`src/core/monitor_pkg.sv`:
```
// Package with register map, field layout, reset values and carriers for the variable monitor.
package monitor_pkg;
  localparam logic [11:0] speed_gain_offset = 12'h0F2;
  localparam logic [11:0] monitor_ctrl_offset = 12'h1D4;
  localparam logic [31:0] speed_gain_reset = 32'h00000000;
  localparam logic [31:0] monitor_ctrl_reset = 32'h00110000;
  localparam logic [31:0] monitor_ctrl_mask = 32'h001FFFFF;
  localparam int ki_lsb = 16;
  localparam int kp_lsb = 0;
  localparam int gain_width = 10;
  localparam int addr_lsb = 0;
  localparam int polarity_bit = 12;
  localparam int linear_lsb = 13;
  localparam int pow2_lsb = 17;
  localparam int linear_shift = 3;
  localparam logic [15:0] enum_max = 16'h001F;
  localparam logic [11:0] dac_full_code = 12'hFFF;
  localparam logic [11:0] dac_mid_code = 12'h800;
  localparam int var_frac = 15;

  typedef struct packed {
    logic [11:0] addr;
    logic [31:0] wdata;
    logic write;
    logic read;
  } reg_req_t;

  typedef struct packed {
    logic [3:0] power_of_two_scale;
    logic [3:0] linear_scale;
    logic polarity_select;
    logic [11:0] variable_address;
  } monitor_ctrl_t;

  typedef struct packed {
    logic [9:0] integral;
    logic [9:0] proportional;
  } speed_gain_t;
endpackage

```
`src/core/dac_variable_monitor.sv`:
```
// Variable monitor: register slave, variable selection, scaling and analog monitor code.
`timescale 1ns/1ps
`default_nettype none
// Behaviour
// RULE1 - Speed integral gain view, 10 bits, read-only in bits 31-16.
// RULE2 - Speed proportional gain view, 10 bits, read-only in bits 15-0.
// RULE3 - Speed gain readback at F2h, zero after reset until gains load.
// RULE4 - Bits 11-0 hold the read/write address of the monitored variable.
// RULE5 - Nonzero linear scale N multiplies the variable by N/8.
// RULE6 - Linear scale zero treats the variable as enum, maximum 31.
// RULE7 - Enum mode multiplies by two to the power-of-two scale field.
// RULE8 - Unipolar: 0 pu gives 0 V, 1 pu gives 3 V.
// RULE9 - Bipolar: -1 pu gives 0 V, +1 pu gives 3 V, 1.5 V centre.
// RULE10 - Control at 1D4h resets to 00110000h; bits 31-21 read zero.
// RULE11 - Linear divisor is eight, not sixteen.
// RULE12 - Out-of-range values saturate at 0 V or 3 V.
module dac_variable_monitor
  import monitor_pkg::*;
(
  input wire logic clk,
  input wire logic rst,
  input wire reg_req_t req,
  output logic [31:0] rdata,
  input wire speed_gain_t gain_in,
  input wire logic gain_load,
  output logic [11:0] variable_select,
  input wire logic signed [15:0] variable_value,
  output logic [11:0] analog_monitor_pin
);
  typedef struct packed {
    monitor_ctrl_t ctrl;
    speed_gain_t gains;
    logic [31:0] rdata;
    logic [11:0] dac;
    logic [11:0] sel;
  } state_t;

  state_t state_reg;
  state_t state_next;
  logic signed [17:0] scaled_pu;
  logic [11:0] dac_code;

  monitor_scaler scaler_i (
    .variable_value(variable_value),
    .ctrl(state_reg.ctrl),
    .scaled_pu(scaled_pu)
  );

  monitor_dac_map map_i (
    .scaled_pu(scaled_pu),
    .unipolar(state_reg.ctrl.polarity_select),
    .dac_code(dac_code)
  );

  function automatic logic [31:0] gain_word(input speed_gain_t g);
    gain_word = '0;
    gain_word[ki_lsb +: gain_width] = g.integral; // see RULE1
    gain_word[kp_lsb +: gain_width] = g.proportional; // see RULE2
  endfunction

  always_comb
  begin
    state_next = state_reg;
    state_next.rdata = '0;
    if (gain_load)
      state_next.gains = gain_in; // see RULE3
    if (req.write && req.addr == monitor_ctrl_offset)
    begin
      state_next.ctrl.variable_address = req.wdata[addr_lsb +: 12]; // see RULE4
      state_next.ctrl.polarity_select = req.wdata[polarity_bit];
      state_next.ctrl.linear_scale = req.wdata[linear_lsb +: 4];
      state_next.ctrl.power_of_two_scale = req.wdata[pow2_lsb +: 4];
    end
    if (req.read)
    begin
      // Unmapped addresses read zero; the gain view ignores writes.
      if (req.addr == speed_gain_offset)
        state_next.rdata = gain_word(state_reg.gains); // see RULE3
      else if (req.addr == monitor_ctrl_offset)
        state_next.rdata = 32'(state_reg.ctrl) & monitor_ctrl_mask; // see RULE10
    end
    // One cycle of selection latency; the code follows the returned value.
    state_next.sel = state_reg.ctrl.variable_address;
    state_next.dac = dac_code;
  end

  always_ff @(posedge clk)
  begin
    if (rst)
    begin
      state_reg.ctrl <= monitor_ctrl_t'(monitor_ctrl_reset[20:0]); // see RULE10
      state_reg.gains <= speed_gain_t'(20'h00000);
      state_reg.rdata <= 32'h00000000;
      state_reg.dac <= dac_mid_code;
      state_reg.sel <= 12'h000;
    end
    else
      state_reg <= state_next;
  end

  assign rdata = state_reg.rdata;
  assign variable_select = state_reg.sel;
  assign analog_monitor_pin = state_reg.dac;
endmodule // dac_variable_monitor
`default_nettype wire

```
`src/core/monitor_dac_map.sv`:
```
// Maps a per-unit value onto a 12-bit code for the 0 V to 3 V monitor pin.
`timescale 1ns/1ps
`default_nettype none
module monitor_dac_map
  import monitor_pkg::*;
(
  input wire logic signed [17:0] scaled_pu,
  input wire logic unipolar,
  output logic [11:0] dac_code
);
  logic signed [19:0] code;
  always_comb
  begin
    if (unipolar)
      code = 20'(scaled_pu) >>> 3; // see RULE8
    else
      code = (20'(scaled_pu) >>> 4) + 20'sd2048; // see RULE9
    if (code < 20'sd0)
      dac_code = 12'h000; // see RULE12
    else if (code > 20'sd4095)
      dac_code = dac_full_code; // see RULE12
    else
      dac_code = code[11:0];
  end
endmodule // monitor_dac_map
`default_nettype wire

```
`src/core/monitor_scaler.sv`:
```
// Combinational scaling of the monitored variable into a per-unit value with saturation.
`timescale 1ns/1ps
`default_nettype none
module monitor_scaler
  import monitor_pkg::*;
(
  input wire logic signed [15:0] variable_value,
  input wire monitor_ctrl_t ctrl,
  output logic signed [17:0] scaled_pu
);
  function automatic logic signed [17:0] clamp18(input logic signed [47:0] v);
    if (v > 48'sd65535)
      clamp18 = 18'sd65535;
    else if (v < -48'sd65536)
      clamp18 = -18'sd65536;
    else
      clamp18 = v[17:0];
  endfunction

  logic signed [47:0] product;
  always_comb
  begin
    product = '0;
    if (ctrl.linear_scale != 4'h0)
    begin
      // Divisor of eight chosen over the conflicting sixteen. see RULE11
      product = (48'(variable_value) * 48'(signed'({1'b0, ctrl.linear_scale}))) >>> linear_shift; // see RULE5
    end
    else
    begin
      // Enum value up to 31 mapped onto full scale, then the power-of-two gain. see RULE6
      product = (48'(variable_value) <<< ctrl.power_of_two_scale) * 48'sd1057; // see RULE7
    end
    scaled_pu = clamp18(product); // see RULE12
  end
endmodule // monitor_scaler
`default_nettype wire

```
`config.mk`:
```
export PLATFORM = sky130hd
export DESIGN_NAME = dac_variable_monitor
export DESIGN_NICKNAME = d
export VERILOG_FILES = /design/src/core/monitor_pkg.sv /design/src/core/dac_variable_monitor.sv /design/src/core/monitor_dac_map.sv /design/src/core/monitor_scaler.sv
export SDC_FILE = /design/constraint.sdc
export NUM_CORES = 1
export LEC_CHECK = 0
export BUFFER_PORTS_ARGS = -buffer_cell sky130_fd_sc_hd__buf_2
export CAP_MARGIN = 20
export CORE_UTILIZATION = 61
export CTS_CLUSTER_DIAMETER = 100
export CTS_CLUSTER_SIZE = 28
export DETAILED_ROUTE_END_ITERATION = 10
export PLACE_DENSITY = 0.91
export SYNTH_ARGS = -nofsm -noshare
export SYNTH_HDL_FRONTEND = slang
export SYNTH_SLANG_ARGS = --single-unit
```
`constraint.sdc`:
```
create_clock -name clk -period 8.2 [get_ports clk]
set_clock_uncertainty 0.1 [all_clocks]
set_input_delay 0.41 -clock clk [delete_from_list [all_inputs] [get_ports clk]]
set_output_delay 0.41 -clock clk [all_outputs]
set_load 0.05 [all_outputs]
```
==> metrics.txt <==
status completed; Fill cells 1384; RSZ-0062 raised after global routing false; post-route setup slack 0.7912 ns; die width 139.6 um; Mapped Cells 1383; IO Count 141; main combinational cell family by area after synthesis adder cells; H-tree Lvls 3; layout net count 1693; Max Root-Sink Buffers 2; Worst Path Required 8.27 ns; dpl ws 1.097 ns; cell area power density 141.2 mW/mm^2; Die Ht 139.6 um; slowest stage delay, CP 0.72 ns; post-synthesis compound-gate area fraction 17.72%; sequential area share after synthesis 15.78%; Worst Setup Path Type reg2reg; adder-cell share of the synthesized area 25.23%; GPL Wtd Cong 1.003; max reg flops 29; CTS root buf clkbuf_16; minimum clock period after layout 7.409 ns; XOR/XNOR share of the synthesized area 3.110%; most frequent cell after synthesis ha_1; Post-Syn Area 0.01155 sq mm; Max Cap Violations 0; Psw 0.0007346 W; Hold/Removal Path Class in2reg; TritonCTS Buffers 9; final core occ 66.48%; combinational share of power 49.6%; final setup vio count 0; CP most frequent cell ha_1; clock slew at reported path FFs 0.07 ns; vias per cell 6.441; Slowest cell on crit path a2bb2oi_1; first-pass GRT wire length 50760 um; DP Cell Count 1628; Skew-Pair Late Insertion Delay 0.35 ns; largest area contributor in the netlist dfxtp_1; Final ANT Viol Nets 0; number of global-route vias before repair 10360; initial cell density of the core 63.20%; Slew HR 31.24%; # Post-CTS Setup Buffers 0; peak supply drop 0.0001369 V; FF-to-FF setup slack 0.79 ns; wire length per cell 19.40 um; post-synthesis simple-gate area fraction 19.27%; Setup TNS 0 ns; antenna violations before repair 1; cts-stage hold buffer count 0; Final Hold Viols 0; DR pass1 iterations 6; gr usage total 32.63%; Critical Path Source Type flip-flop; crit-path max FO 19; async set-reset flop share out of synthesis 0%; library cells used by synthesis 86; CTS tree yes; num rows 49; Synth Area per Inst 8.349 sq um; top cells by count, synth 140 x ha_1, 106 x nor2_1, 103 x inv_1; Sink Count 91; synthesis-stage register bit count 91; Fmax achieved 0.1350 GHz; die area 0.01948 sq mm; top cells by area, synth dfxtp_1 16%, ha_1 15%, fa_1 10%, mux2i_1 7.4%, and2_1 3.8%; mux share of post-synthesis cell area 9.222%; IO buf count 123; largest net degree at the start of global routing 54; area growth from synthesis to layout 5.201%; worst slew pin tran 1.030 ns; hold slack 0.1777 ns; arrival time at the worst endpoint 7.47 ns; Core Area 0.01827 sq mm; Routed WL 31910 um; period utilisation layout 90.35%; Post-synth EDFFs 0; post-CTS sizing 0; LEAKAGE 5.936 nW; Synth Flop Type dfxtp_1; share of cells above drive strength 1 14.13%; total number of vias 10600; internal power 0.0009811 W; cell chain of the critical path buf_4, mux2i_1, o21ai_0, mux2i_1, nand2_1, o21ai_0, inv_1, ha_1, fa_1, ha_1, ha_1, a21oi_1, o21ai_1, a22o_1, nor3b_1, o2111ai_1, a21o_1, a2111oi_0, nand4_1, a2bb2oi_1, a32oi_1; dpl hpwl 23960 um; switch share 42.82%; drc violations 0; Clock power frac 23.9%; post-synth top area share 15.78%; CP endpoint kind flip-flop; Final Max Tran Viols 0; final non-filler cell total 1645; initial drt markers 1034; total gr overflow 0; sequential share of power 26.5%; synthesis warning total 0
==> power by group through the flow <==
stage               Sequential [W]  Combinational, W  Clock, W
finish                    0.000455          0.000851  0.000409
global placement          0.000465          0.000793         0
floorplan                 0.000464          0.000624         0
global route              0.000456          0.000923  0.000428
detailed placement        0.000465          0.000808         0
CTS                       0.000455          0.000826  0.000409
==> metal layers <==
layer / GRT usage (%) / share of wire [%]
met2: 55.57 / 47
met4: 14.34 / 4.5
met1: 40.71 / 40
met5: 0 / 0
met3: 5.299 / 8.0
==> kinds of logic after synthesis <==
kind of cell             after synthesis
AND/OR/NAND/NOR                      425
AO/OA/AOI/OAI                        298
buffers and inverters                228
adder cells (fa/ha/maj)              198
multiplexers                         101
flip-flops                            91
XOR/XNOR                              41
other                                  1
==> worst max-delay path: cells and delay by family, from the launching register on <==
family	cells	cell delay [ns]
AOI/OAI and AO/OA	10	3.02
adders and majority gates	4	1.55
buffers and inverters	2	0.52
DFF	1	0.66
muxes	2	0.50
and+or+nand+nor	3	0.86
==> layout by cell type, fill, tap and decap left out, drive strengths merged, types with 5 or more instances in the layout <==
master     n
nand4     21
o21ai     50
a311oi     8
o31ai      6
dfxtp     91
xnor2     32
mux2i     85
inv      105
and2      72
conb       6
nand2b     9
nor3b      6
and4       7
nor3      19
a21o      21
o21a      13
nand2     88
or2        6
or4        5
mux2      13
a211oi    14
nor2b     23
ha       140
nor4       8
o211ai     6
clkinv     5
a22o      20
buf      136
nor2     106
or3        6
nand3     32
a21oi     92
a31oi      5
a211o      6
clkbuf     9
xor2       9
a32oi     12
a2111oi    7
fa        58
==> stage by stage <==
step	cell area [sq um]	total power, W
floorplan	11560	0.001088
global placement	11840	0.001257
detailed placement	11840	0.001273
CTS	12140	0.001689
global route	12150	0.001807
finish	12150	0.001716
==> cell type report <==
| type | count | area (sq um) | share of cell area (%) |
|---|---|---|---|
| Antenna cell | 1 | 2.502 | 0.02060 |
| Clock buffer | 9 | 225.2 | 1.854 |
| Clock inverter | 7 | 81.33 | 0.6696 |
| Inverter | 103 | 386.6 | 3.183 |
| Multi-Input combinational cell | 1069 | 8630 | 71.04 |
| Sequential cell | 91 | 1822 | 15.00 |
| Tap cell | 229 | 286.5 | 2.359 |
| Timing Repair Buffer | 136 | 713.2 | 5.871 |
==> final timing paths <==
path              cells past startpoint     startpoint                     to
setup reg to reg                     21  state_reg[94]  analog_monitor_pin[6]
hold reg to reg                       1  state_reg[74]              rdata[24]
hold / removal                        3        req[22]          state_reg[96]
setup / recovery                     21  state_reg[94]  analog_monitor_pin[6]
Power figures use the tool's default switching activity.
